File: src/include/spi_pkg.sv
// Constants shared by the serial port register block and its engines.
// Assumes a 10 MHz single clock and AXI4-Lite byte addressing.
package spi_pkg;
  // Register indices; byte address is four times the index
  localparam logic [9:0] CTRL_IDX = 10'h0c3;
  localparam logic [9:0] STAT_IDX = 10'h0c4;
  localparam logic [9:0] DATA_IDX = 10'h0c5;
  localparam int ADDR_W = 12;
  // Control fields
  localparam int RATE_HI = 7;
  localparam int EN = 6;
  localparam int IGNORE_SEL = 5;
  localparam int MASTER = 4;
  localparam int CLOCK_POLARITY_BIT = 3;
  localparam int CLOCK_PHASE_BIT = 2;
  localparam int RATE_MID = 1;
  localparam int RATE_LO = 0;
  localparam logic [7:0] CTRL_RESET = 8'h14;
  // Status fields
  localparam int DONE = 7;
  localparam int COLL = 6;
  localparam int SEL_ERR = 5;
  localparam int FAULT = 4;
  localparam logic [3:0] STAT_RSVD = 4'h0;
  // Rate code with no clock generation
  localparam logic [2:0] RATE_INVALID = 3'h7;
  // Sixteen clock edges make one byte
  localparam logic [3:0] LAST_EDGE = 4'hf;
  localparam logic [1:0] RESP_OKAY = 2'h0;
  localparam logic [1:0] RESP_SLVERR = 2'h2;
  typedef enum logic [1:0] {
    st_idle = 2'h1,
    st_shift = 2'h2
  } shift_state_e;
endpackage

File: src/design/spi_rate_divider.sv
// Master serial clock divider: one enable pulse per half period.
// Assumes run is held for the whole byte; rate changes only while idle.
`timescale 1ns/100ps
module spi_rate_divider (
  input wire logic aclk,       // Peripheral clock
  input wire logic aresetn,    // Synchronous reset, low
  input wire logic run,        // Master byte in progress
  input wire logic [2:0] rate, // Rate select code
  output logic tick            // Half-period enable pulse
);
  typedef struct packed {
    logic [6:0] cnt;
  } div_s;
  div_s s;
  div_s next_s;
  logic [6:0] half;

  always_comb begin
    half = 7'h01 << rate;
    tick = run && (rate != spi_pkg::RATE_INVALID) && (s.cnt == half - 7'h01);
    next_s = s;
    if (!run || tick) begin
      next_s.cnt = 7'h00;
    end else begin
      next_s.cnt = s.cnt + 7'h01;
    end
  end

  always_ff @(posedge aclk) begin
    if (!aresetn) begin
      s <= '0;
    end else begin
      s <= next_s;
    end
  end
endmodule

File: src/design/spi_shifter.sv
// Byte shift engine for master and slave, all four clock formats.
// Assumes serial pins are synchronous to aclk; disabling resets it.
`timescale 1ns/100ps
module spi_shifter (
  input wire logic aclk,          // Peripheral clock
  input wire logic aresetn,       // Synchronous reset, low
  input wire logic enable,        // Port enabled
  input wire logic master,        // Master mode
  input wire logic clock_polarity_bit,          // Idle clock level
  input wire logic clock_phase_bit,          // Sample on returning edge
  input wire logic tick,          // Master half-period pulse
  input wire logic load,          // Load byte, starts a master byte
  input wire logic [7:0] tx_byte, // Byte to send
  input wire logic selected,      // Slave is selected
  input wire logic sck_in,        // Serial clock pin level
  input wire logic mosi_in,       // Master-out pin level
  input wire logic miso_in,       // Slave-out pin level
  output logic busy,              // Byte in progress
  output logic run,               // Master clock running
  output logic done,              // Byte complete pulse
  output logic [7:0] rx_byte,     // Received byte
  output logic sck_out,           // Serial clock drive
  output logic sck_oe,            // Serial clock enable
  output logic mosi_out,          // Master-out drive
  output logic mosi_oe,           // Master-out enable
  output logic miso_out,          // Slave-out drive
  output logic miso_oe            // Slave-out enable
);
  typedef struct packed {
    spi_pkg::shift_state_e st;
    logic [3:0] edges;
    logic [7:0] tx;
    logic [7:0] rx;
    logic sck_prev;
    logic sck;
    logic oe_m;
    logic oe_s;
    logic done;
  } shift_s;
  shift_s s;
  shift_s next_s;
  logic edge_seen;
  logic sample;

  always_comb begin
    next_s = s;
    next_s.done = 1'b0;
    next_s.sck_prev = sck_in;
    if (master) begin
      edge_seen = enable && (s.st == spi_pkg::st_shift) && tick;
    end else begin
      edge_seen = enable && selected && (sck_in != s.sck_prev);
    end
    sample = (s.edges[0] == clock_phase_bit);
    case (s.st)
      spi_pkg::st_idle: begin
        next_s.sck = clock_polarity_bit;
        if (load) begin
          next_s.tx = tx_byte;
        end
        if ((load && master) || (!master && edge_seen)) begin
          next_s.st = spi_pkg::st_shift;
        end
      end
      spi_pkg::st_shift: begin
        next_s.st = s.st;
      end
      default: begin
        next_s.st = spi_pkg::st_idle;
      end
    endcase
    if (edge_seen) begin
      if (sample) begin
        next_s.rx = {s.rx[6:0], master ? miso_in : mosi_in};
      end else if (!(clock_phase_bit && s.edges == 4'h0)) begin
        next_s.tx = {s.tx[6:0], 1'b0};
      end
      if (master) begin
        next_s.sck = ~s.sck;
      end
      next_s.edges = s.edges + 4'h1;
      if (s.edges == spi_pkg::LAST_EDGE) begin
        next_s.st = spi_pkg::st_idle;
        next_s.done = 1'b1;
      end
    end
    if (!enable || (!master && !selected)) begin
      next_s.st = spi_pkg::st_idle;
      next_s.edges = 4'h0;
      next_s.sck = clock_polarity_bit;
    end
    next_s.oe_m = enable && master;
    next_s.oe_s = enable && !master && selected;
  end

  always_ff @(posedge aclk) begin
    if (!aresetn) begin
      s <= '0;
      s.st <= spi_pkg::st_idle;
    end else begin
      s <= next_s;
    end
  end

  assign busy = (s.st == spi_pkg::st_shift);
  assign run = busy && master;
  assign done = s.done;
  assign rx_byte = s.rx;
  assign sck_out = s.sck;
  assign sck_oe = s.oe_m;
  assign mosi_out = s.tx[7];
  assign mosi_oe = s.oe_m;
  assign miso_out = s.tx[7];
  assign miso_oe = s.oe_s;
endmodule

File: src/design/spi_port.sv
// Serial port control, status and error logic behind an AXI4-Lite slave.
// Assumes pins synchronous to aclk and one write and one read at a time.
//
// Overview of operation
// - Master with select honoured flags mode fault when select pin goes low.
// - Mode fault raises error request and clears enable and master bits.
// - With select ignored, the select pin never causes a mode fault.
// - Status read with mode fault set, then control write, clears it.
// - Data write during a byte in progress sets write collision.
// - Write collision raises no request; the running byte is unaffected.
// - Status access then data access clears write collision.
// - Unread further bytes are dropped; buffer keeps first byte since clear.
// - Slave select rising before byte end sets select error.
// - Select error raises no request; cleared only by disabling the port.
// - Completed byte sets transfer done, which drives the transmit request.
// - Rate code selects clock divide 2 to 128; code seven is invalid.
// - Enable bit switches the port on and off.
// - Select-ignore bit masks select pin; no effect in slave with phase zero.
// - Polarity bit sets the idle clock level.
// - Phase bit picks leaving-idle or returning-idle sampling edge.
// - Control register resets to 0x14 with documented bit layout.
// - Status holds done, collision, select error, fault in bits 7 to 4.
// - Master bit picks master or slave operation.
// - Status read with done set, then data read, clears done.
//
// Chosen here: the AXI4-Lite slave port.
`timescale 1ns/100ps
module spi_port (
  input wire logic aclk,                          // Peripheral clock, 10 MHz
  input wire logic aresetn,                       // Synchronous reset, low
  input wire logic [spi_pkg::ADDR_W-1:0] awaddr,  // Write address
  input wire logic awvalid,                       // Write address valid
  output logic awready,                           // Write address ready
  input wire logic [31:0] wdata,                  // Write data
  input wire logic [3:0] wstrb,                   // Write byte strobes
  input wire logic wvalid,                        // Write data valid
  output logic wready,                            // Write data ready
  output logic [1:0] bresp,                       // Write response
  output logic bvalid,                            // Write response valid
  input wire logic bready,                        // Write response ready
  input wire logic [spi_pkg::ADDR_W-1:0] araddr,  // Read address
  input wire logic arvalid,                       // Read address valid
  output logic arready,                           // Read address ready
  output logic [31:0] rdata,                      // Read data
  output logic [1:0] rresp,                       // Read response
  output logic rvalid,                            // Read data valid
  input wire logic rready,                        // Read data ready
  input wire logic sck_in,                        // Serial clock pin level
  output logic sck_out,                           // Serial clock drive
  output logic sck_oe,                            // Serial clock enable
  input wire logic mosi_in,                       // Master-out pin level
  output logic mosi_out,                          // Master-out drive
  output logic mosi_oe,                           // Master-out enable
  input wire logic miso_in,                       // Slave-out pin level
  output logic miso_out,                          // Slave-out drive
  output logic miso_oe,                           // Slave-out enable
  input wire logic ss_n,                          // Slave select pin, low
  output logic tx_irq,                            // Transmit request
  output logic err_irq,                           // Mode fault request
  output logic spi_irq                            // Combined request
);
  typedef struct packed {
    logic [7:0] ctrl;
    logic done;
    logic coll;
    logic selerr;
    logic fault;
    logic [7:0] rxbuf;
    logic fault_arm;
    logic done_arm;
    logic coll_arm;
    logic aw_full;
    logic w_full;
    logic [9:0] widx;
    logic [7:0] wbyte;
    logic wlane;
    logic awready;
    logic wready;
    logic bvalid;
    logic [1:0] bresp;
    logic arready;
    logic rvalid;
    logic [1:0] rresp;
    logic [31:0] rdata;
    logic tx_irq;
    logic err_irq;
    logic spi_irq;
  } port_s;
  port_s s;
  port_s next_s;

  logic wr_do;
  logic rd_do;
  logic [9:0] ridx;
  logic wr_ctrl;
  logic wr_stat;
  logic wr_data;
  logic rd_stat;
  logic rd_data;
  logic ss_ignore;
  logic selected;
  logic fault_cond;
  logic sel_lost;
  logic load;
  logic busy;
  logic run;
  logic tick;
  logic xfer_done;
  logic [7:0] rx_byte;
  logic [2:0] rate;

  assign rate = {s.ctrl[spi_pkg::RATE_HI], s.ctrl[spi_pkg::RATE_MID], s.ctrl[spi_pkg::RATE_LO]};

  spi_rate_divider u_div (
    .aclk(aclk),
    .aresetn(aresetn),
    .run(run),
    .rate(rate),
    .tick(tick)
  );

  spi_shifter u_shift (
    .aclk(aclk),
    .aresetn(aresetn),
    .enable(s.ctrl[spi_pkg::EN]),
    .master(s.ctrl[spi_pkg::MASTER]),
    .clock_polarity_bit(s.ctrl[spi_pkg::CLOCK_POLARITY_BIT]),
    .clock_phase_bit(s.ctrl[spi_pkg::CLOCK_PHASE_BIT]),
    .tick(tick),
    .load(load),
    .tx_byte(s.wbyte),
    .selected(selected),
    .sck_in(sck_in),
    .mosi_in(mosi_in),
    .miso_in(miso_in),
    .busy(busy),
    .run(run),
    .done(xfer_done),
    .rx_byte(rx_byte),
    .sck_out(sck_out),
    .sck_oe(sck_oe),
    .mosi_out(mosi_out),
    .mosi_oe(mosi_oe),
    .miso_out(miso_out),
    .miso_oe(miso_oe)
  );

  always_comb begin
    wr_do = s.aw_full && s.w_full && !s.bvalid;
    rd_do = arvalid && s.arready;
    ridx = araddr[spi_pkg::ADDR_W-1:2];
    wr_ctrl = wr_do && s.wlane && (s.widx == spi_pkg::CTRL_IDX);
    wr_stat = wr_do && (s.widx == spi_pkg::STAT_IDX);
    wr_data = wr_do && s.wlane && (s.widx == spi_pkg::DATA_IDX);
    rd_stat = rd_do && (ridx == spi_pkg::STAT_IDX);
    rd_data = rd_do && (ridx == spi_pkg::DATA_IDX);
    ss_ignore = s.ctrl[spi_pkg::IGNORE_SEL] && (s.ctrl[spi_pkg::MASTER] || s.ctrl[spi_pkg::CLOCK_PHASE_BIT]);
    selected = ss_ignore || !ss_n;
    fault_cond = s.ctrl[spi_pkg::EN] && s.ctrl[spi_pkg::MASTER] && !s.ctrl[spi_pkg::IGNORE_SEL] && !ss_n;
    sel_lost = s.ctrl[spi_pkg::EN] && !s.ctrl[spi_pkg::MASTER] && !ss_ignore && ss_n && busy;
    load = wr_data && !busy && s.ctrl[spi_pkg::EN];
    next_s = s;
    // Write channel: address and data held independently
    if (awvalid && s.awready) begin
      next_s.aw_full = 1'b1;
      next_s.widx = awaddr[spi_pkg::ADDR_W-1:2];
    end
    if (wvalid && s.wready) begin
      next_s.w_full = 1'b1;
      next_s.wbyte = wdata[7:0];
      next_s.wlane = wstrb[0];
    end
    if (s.bvalid && bready) begin
      next_s.bvalid = 1'b0;
    end
    if (wr_do) begin
      next_s.aw_full = 1'b0;
      next_s.w_full = 1'b0;
      next_s.bvalid = 1'b1;
      if ((s.widx == spi_pkg::CTRL_IDX) || (s.widx == spi_pkg::STAT_IDX) || (s.widx == spi_pkg::DATA_IDX)) begin
        next_s.bresp = spi_pkg::RESP_OKAY;
      end else begin
        next_s.bresp = spi_pkg::RESP_SLVERR;
      end
    end
    next_s.awready = !next_s.aw_full;
    next_s.wready = !next_s.w_full;
    // Read channel
    if (s.rvalid && rready) begin
      next_s.rvalid = 1'b0;
    end
    if (rd_do) begin
      next_s.rvalid = 1'b1;
      next_s.rresp = spi_pkg::RESP_OKAY;
      case (ridx)
        spi_pkg::CTRL_IDX: next_s.rdata = {24'h000000, s.ctrl};
        spi_pkg::STAT_IDX: next_s.rdata = {24'h000000, s.done, s.coll, s.selerr, s.fault, spi_pkg::STAT_RSVD};
        spi_pkg::DATA_IDX: next_s.rdata = {24'h000000, s.rxbuf};
        default: begin
          next_s.rdata = 32'h00000000;
          next_s.rresp = spi_pkg::RESP_SLVERR;
        end
      endcase
    end
    next_s.arready = !next_s.rvalid;
    // Clearing sequences first, so that a same-cycle set wins
    if (rd_stat) begin
      next_s.fault_arm = s.fault;
      next_s.done_arm = s.done;
    end
    if (rd_stat || wr_stat) begin
      next_s.coll_arm = s.coll;
    end
    if (wr_ctrl) begin
      next_s.ctrl = s.wbyte;
      if (s.fault_arm) begin
        next_s.fault = 1'b0;
        next_s.fault_arm = 1'b0;
      end
    end
    if (rd_data && s.done_arm) begin
      next_s.done = 1'b0;
      next_s.done_arm = 1'b0;
    end
    if ((rd_data || (wr_do && s.widx == spi_pkg::DATA_IDX)) && s.coll_arm) begin
      next_s.coll = 1'b0;
      next_s.coll_arm = 1'b0;
    end
    // Hardware sets
    if (wr_data && busy) begin
      next_s.coll = 1'b1;
    end
    if (!s.ctrl[spi_pkg::EN]) begin
      next_s.selerr = 1'b0;
    end
    if (sel_lost) begin
      next_s.selerr = 1'b1;
    end
    if (xfer_done) begin
      if (!s.done) begin
        next_s.rxbuf = rx_byte;
      end
      next_s.done = 1'b1;
    end
    if (fault_cond) begin
      next_s.fault = 1'b1;
      next_s.ctrl[spi_pkg::EN] = 1'b0;
      next_s.ctrl[spi_pkg::MASTER] = 1'b0;
    end
    next_s.tx_irq = next_s.done;
    next_s.err_irq = next_s.fault && !next_s.ctrl[spi_pkg::IGNORE_SEL];
    next_s.spi_irq = next_s.done || (next_s.fault && !next_s.ctrl[spi_pkg::IGNORE_SEL]);
  end

  always_ff @(posedge aclk) begin
    if (!aresetn) begin
      s <= '0;
      s.ctrl <= spi_pkg::CTRL_RESET;
    end else begin
      s <= next_s;
    end
  end

  assign awready = s.awready;
  assign wready = s.wready;
  assign bvalid = s.bvalid;
  assign bresp = s.bresp;
  assign arready = s.arready;
  assign rvalid = s.rvalid;
  assign rresp = s.rresp;
  assign rdata = s.rdata;
  assign tx_irq = s.tx_irq;
  assign err_irq = s.err_irq;
  assign spi_irq = s.spi_irq;

  fault_set_a: assert property (@(posedge aclk) disable iff (!aresetn)
    fault_cond |=> s.fault && err_irq)
    else $error("mode fault not flagged");

  fault_disable_a: assert property (@(posedge aclk) disable iff (!aresetn)
    $rose(s.fault) |-> !s.ctrl[spi_pkg::EN] && !s.ctrl[spi_pkg::MASTER] ##1 !sck_oe)
    else $error("mode fault left port enabled");

  ignore_quiet_a: assert property (@(posedge aclk) disable iff (!aresetn)
    (s.ctrl[spi_pkg::IGNORE_SEL] && !s.fault && !wr_ctrl) |=> !s.fault && !err_irq)
    else $error("mode fault with select ignored");

  fault_clear_a: assert property (@(posedge aclk) disable iff (!aresetn)
    (rd_stat && s.fault) ##1 (!wr_ctrl && !fault_cond) [*1] ##1 (wr_ctrl && !fault_cond) |=> !s.fault)
    else $error("mode fault not cleared by sequence");

  coll_set_a: assert property (@(posedge aclk) disable iff (!aresetn)
    (wr_data && busy) |=> s.coll)
    else $error("write collision not flagged");

  coll_noirq_a: assert property (@(posedge aclk) disable iff (!aresetn)
    (wr_data && busy && !fault_cond && !xfer_done && !sel_lost) |=> $stable(err_irq) && (busy || xfer_done))
    else $error("collision disturbed transfer");

  rxbuf_keep_a: assert property (@(posedge aclk) disable iff (!aresetn)
    (xfer_done && s.done) |=> $stable(s.rxbuf))
    else $error("receive buffer overwritten");

  selerr_set_a: assert property (@(posedge aclk) disable iff (!aresetn)
    sel_lost |=> s.selerr)
    else $error("select error not flagged");

  selerr_clear_a: assert property (@(posedge aclk) disable iff (!aresetn)
    (!s.ctrl[spi_pkg::EN] && !sel_lost) |=> !s.selerr)
    else $error("select error survives disable");

  done_irq_a: assert property (@(posedge aclk) disable iff (!aresetn)
    xfer_done |=> s.done && tx_irq && spi_irq)
    else $error("transfer done not flagged");

  done_clear_a: assert property (@(posedge aclk) disable iff (!aresetn)
    (rd_data && s.done_arm && !xfer_done) |=> !s.done ##1 !tx_irq || s.done)
    else $error("transfer done not cleared");

  irq_merge_a: assert property (@(posedge aclk) disable iff (!aresetn)
    spi_irq == (tx_irq || err_irq))
    else $error("combined request mismatch");
endmodule

File: config.mk
export PLATFORM = sky130hd
export DESIGN_NAME = spi_port
export DESIGN_NICKNAME = d
export VERILOG_FILES = /design/src/include/spi_pkg.sv /design/src/design/spi_rate_divider.sv /design/src/design/spi_shifter.sv /design/src/design/spi_port.sv
export SDC_FILE = /design/constraint.sdc
export NUM_CORES = 1
export LEC_CHECK = 0
export ABC_AREA = 1
export BUFFER_PORTS_ARGS = -buffer_cell sky130_fd_sc_hd__buf_2
export CELL_PAD_IN_SITES_DETAIL_PLACEMENT = 0
export CELL_PAD_IN_SITES_GLOBAL_PLACEMENT = 2
export CORE_UTILIZATION = 29
export DETAILED_ROUTE_END_ITERATION = 7
export PLACE_DENSITY_LB_ADDON = 0.1
export SKIP_CTS_REPAIR_TIMING = 1
export SYNTH_ARGS = -nofsm -noshare
export SYNTH_HDL_FRONTEND = slang
export SYNTH_SLANG_ARGS = --single-unit
File: constraint.sdc
create_clock -name aclk -period 2.85 [get_ports aclk]
set_input_delay 0.1425 -clock aclk [delete_from_list [all_inputs] [get_ports aclk]]
set_output_delay 0.1425 -clock aclk [all_outputs]
set_load 0.05 [all_outputs]
==> results.json <==
{
  "die_w_um": 127,
  "fillers": 1675,
  "clock_path_buffers": 2,
  "finClkSkew_ps": 8.85,
  "dp_hpwl_mm": 8.58,
  "vias_per_cell": 4.43,
  "holdWs_ps": 4.36,
  "vdd_drop_max_mv": 0.248,
  "core_mm2": 0.0152,
  "start_kind": "flip-flop",
  "critPathKind": "flip-flop to flip-flop",
  "track_usage_pct": 15.0,
  "portBuffers": 63,
  "wl_mm": 11.4,
  "synth-seq-area-share_pct": 42.0,
  "p_per_area_mw_per_mm2": 570,
  "finalHoldViolations": 0,
  "syn_inst": 636,
  "ios": 121,
  "p_leak_nw": 2.24,
  "gp_congestion": 0.736,
  "detail-route-antenna-nets": 0,
  "drtPass1Iterations": 4,
  "rsz0062_at_grt": "false",
  "total_power_mw": 2.94,
  "grt_max_degree": 49,
  "initial_core_util_pct": 29.8,
  "pre_cts_slack_ps": 281,
  "ys_types": 39,
  "numCtsBuffers": 9,
  "fmax_mhz": 401,
  "hold_path_class": "primary input to flip-flop",
  "vias": 3896,
  "worst_pin_slew_ps": 824,
  "cts.sink_count": 95,
  "worst_setup_path_end_kind": "flip-flop",
  "clock_latency_ps": 350,
  "route.detailed.drc": 0,
  "maxCapViolCount": 0,
  "synth.avg_cell_area_um2": 7.13,
  "grt_pass1_vias": 3706,
  "die_h_um": 127,
  "cts_tree": "done",
  "tns_ps": 0,
  "overflow": 0,
  "power.switching_mw": 0.756,
  "placed_cell_area_mm2": 0.00483,
  "fin_crit_ps": 2490,
  "num_rows": 45,
  "drive_gt1_share_pct": 14.5,
  "routedWlPerCell_um": 13.0,
  "grt_antenna_before_repair": 0,
  "crit_required_ps": 3060,
  "synth_seq_cells": 95,
  "slew_headroom_pct": 44.5,
  "ys_warn_count": 0,
  "cts_root_buf": "clkbuf_16",
  "synth_top_area_cell": "dfxtp_1",
  "outcome": "finished clean",
  "worstPathArrival_ps": 2700,
  "p_seq_share_pct": 46.6,
  "final_area_mm2": 0.00516,
  "slew_viol_final": 0,
  "setup_viol": 0,
  "crit_path_max_fanout": 10,
  "final_nets": 764,
  "combinationalPowerShare_pct": 8.0,
  "dieArea_mm2": 0.0161,
  "setup_ws_ps": 358,
  "internal_power_mw": 2.19,
  "synth.top_cell.area_share_pct": 42.0,
  "area_growth_pct": 13.9,
  "clk_pin_slew_ps": 70,
  "pwr-share-clk_pct": 45.4,
  "synthesis.area_mm2": 0.00453,
  "timing.final.crit_share_pct": 87.5,
  "htreeDepth": 3,
  "drtIter0Drc": 176,
  "synthTopCellsByArea": "dfxtp_1 (42%), nand2_1 (10%), nor2_1 (7.4%)",
  "diodes": 0,
  "grt_pass1_wl_mm": 18.9,
  "p_sw_share_pct": 25.7
}
[registers in the layout (all words and copies together), names as in the netlist, 3 cells and up]
signal and cells:
s 40, u_shift.s 14, rdata 8, u_shift.rx_byte 8, u_div.s 7, rate 3
[worst max-delay path, cell delays in order, from the launching register on]
cell     delay, ps
dfxtp_1        550
inv_6           90
nand3_1        100
ha_1           280
inv_1          120
nand2_1         70
nand2_1         40
nand2_1         50
nand2_1         40
nor2_1          90
nand2_1         70
nor2_2         170
nand3_2        130
nand2_4        160
nand2_1        200
nand2_1        120
a21oi_1         60
[logic make-up after synthesis]
kind of cell / share of synthesized area, %
adder cells (fa/ha/maj): 1.93
flip-flops: 42.0
buffers and inverters: 14.6
AO/OA/AOI/OAI: 13.3
AND/OR/NAND/NOR: 26.5
multiplexers: 0.221
other: 0.0827
XOR/XNOR: 1.35
[area by class of cell]
type	count	area, µm²	share of cell area, %
repair buffers	69	360	6.98
well taps	188	235	4.56
multi-input cells	439	2060	39.9
flip-flops and latches	95	1900	36.9
clock buffers	9	225	4.36
clock inverters	7	103	1.99
inverters	72	275	5.33
[worst paths after layout]
| check | start | endpoint | slack (ps) | cells past startpoint |
|---|---|---|---|---|
| max | rate[2]$_SDFFE_PN0P_ | u_shift.rx_byte[6]$_SDFFE_PN0P_ | 360 | 16 |
| min | sck_in | u_shift.s[4]$_SDFF_PN0_ | 4 | 3 |
| max reg2reg | rate[2]$_SDFFE_PN0P_ | u_shift.rx_byte[6]$_SDFFE_PN0P_ | 360 | 16 |
| min reg2reg | s[75]$_SDFFE_PN0P_ | s[75]$_SDFFE_PN0P_ | 450 | 2 |
[metrics by stage]
step / utilization [%] / std cells
3_5_place_dp: 31.8 / 863
5_1_grt: 34.0 / 879
4_1_cts: 34.0 / 879
6_report: 34.0 / 879
3_3_place_gp: 31.8 / 863
2_1_floorplan: - / 661
[routing by layer]
| metal | wire, µm | GRT usage (%) |
|---|---|---|
| met4 | 165 | 5.67 |
| met2 | 5190 | 25.0 |
| met1 | 5760 | 19.7 |
| met5 | 0 | 0 |
| met3 | 275 | 2.26 |
[cells in the final DEF (no fill, tap or decap), types with 3 or more instances in the layout]
cell type,count
a21oi_1,49
buf_2,63
buf_4,6
clkbuf_16,9
conb_1,26
dfxtp_1,94
ha_1,7
inv_1,68
inv_6,4
nand2_1,125
nand2_2,5
nand3_1,36
nand4_1,10
nor2_1,89
nor2_2,3
nor3_1,4
o21ai_0,51
o21ai_1,5
o22ai_1,4
xnor2_1,3
xor2_1,4
[power groups by stage]
stage          Combinational (mW)  Sequential (mW)  Clock, mW
2_1_floorplan               0.189             1.42          0
3_3_place_gp                0.236             1.40          0
3_5_place_dp                0.237             1.40          0
4_1_cts                     0.238             1.37       1.38
5_1_grt                     0.259             1.37       1.44
6_report                    0.235             1.37       1.34
[Yosys cell counts (all sizes together)]
cell and number:
a2111oi 1, a211oi 1, a21oi 49, a31oi 1, and2 1, and3 1
buf 44, clkbuf 11, clkinv 2, conb 1, dfxtp 95, ha 7
inv 70, mux2i 1, nand2 132, nand3 37, nand3b 1, nand4 10
nor2 93, nor3 4, nor3b 2, nor4 1, o211ai 2, o21ai 56
o21bai 1, o22ai 4, o32ai 1, xnor2 3, xor2 4
Power figures use the tool's default switching activity.
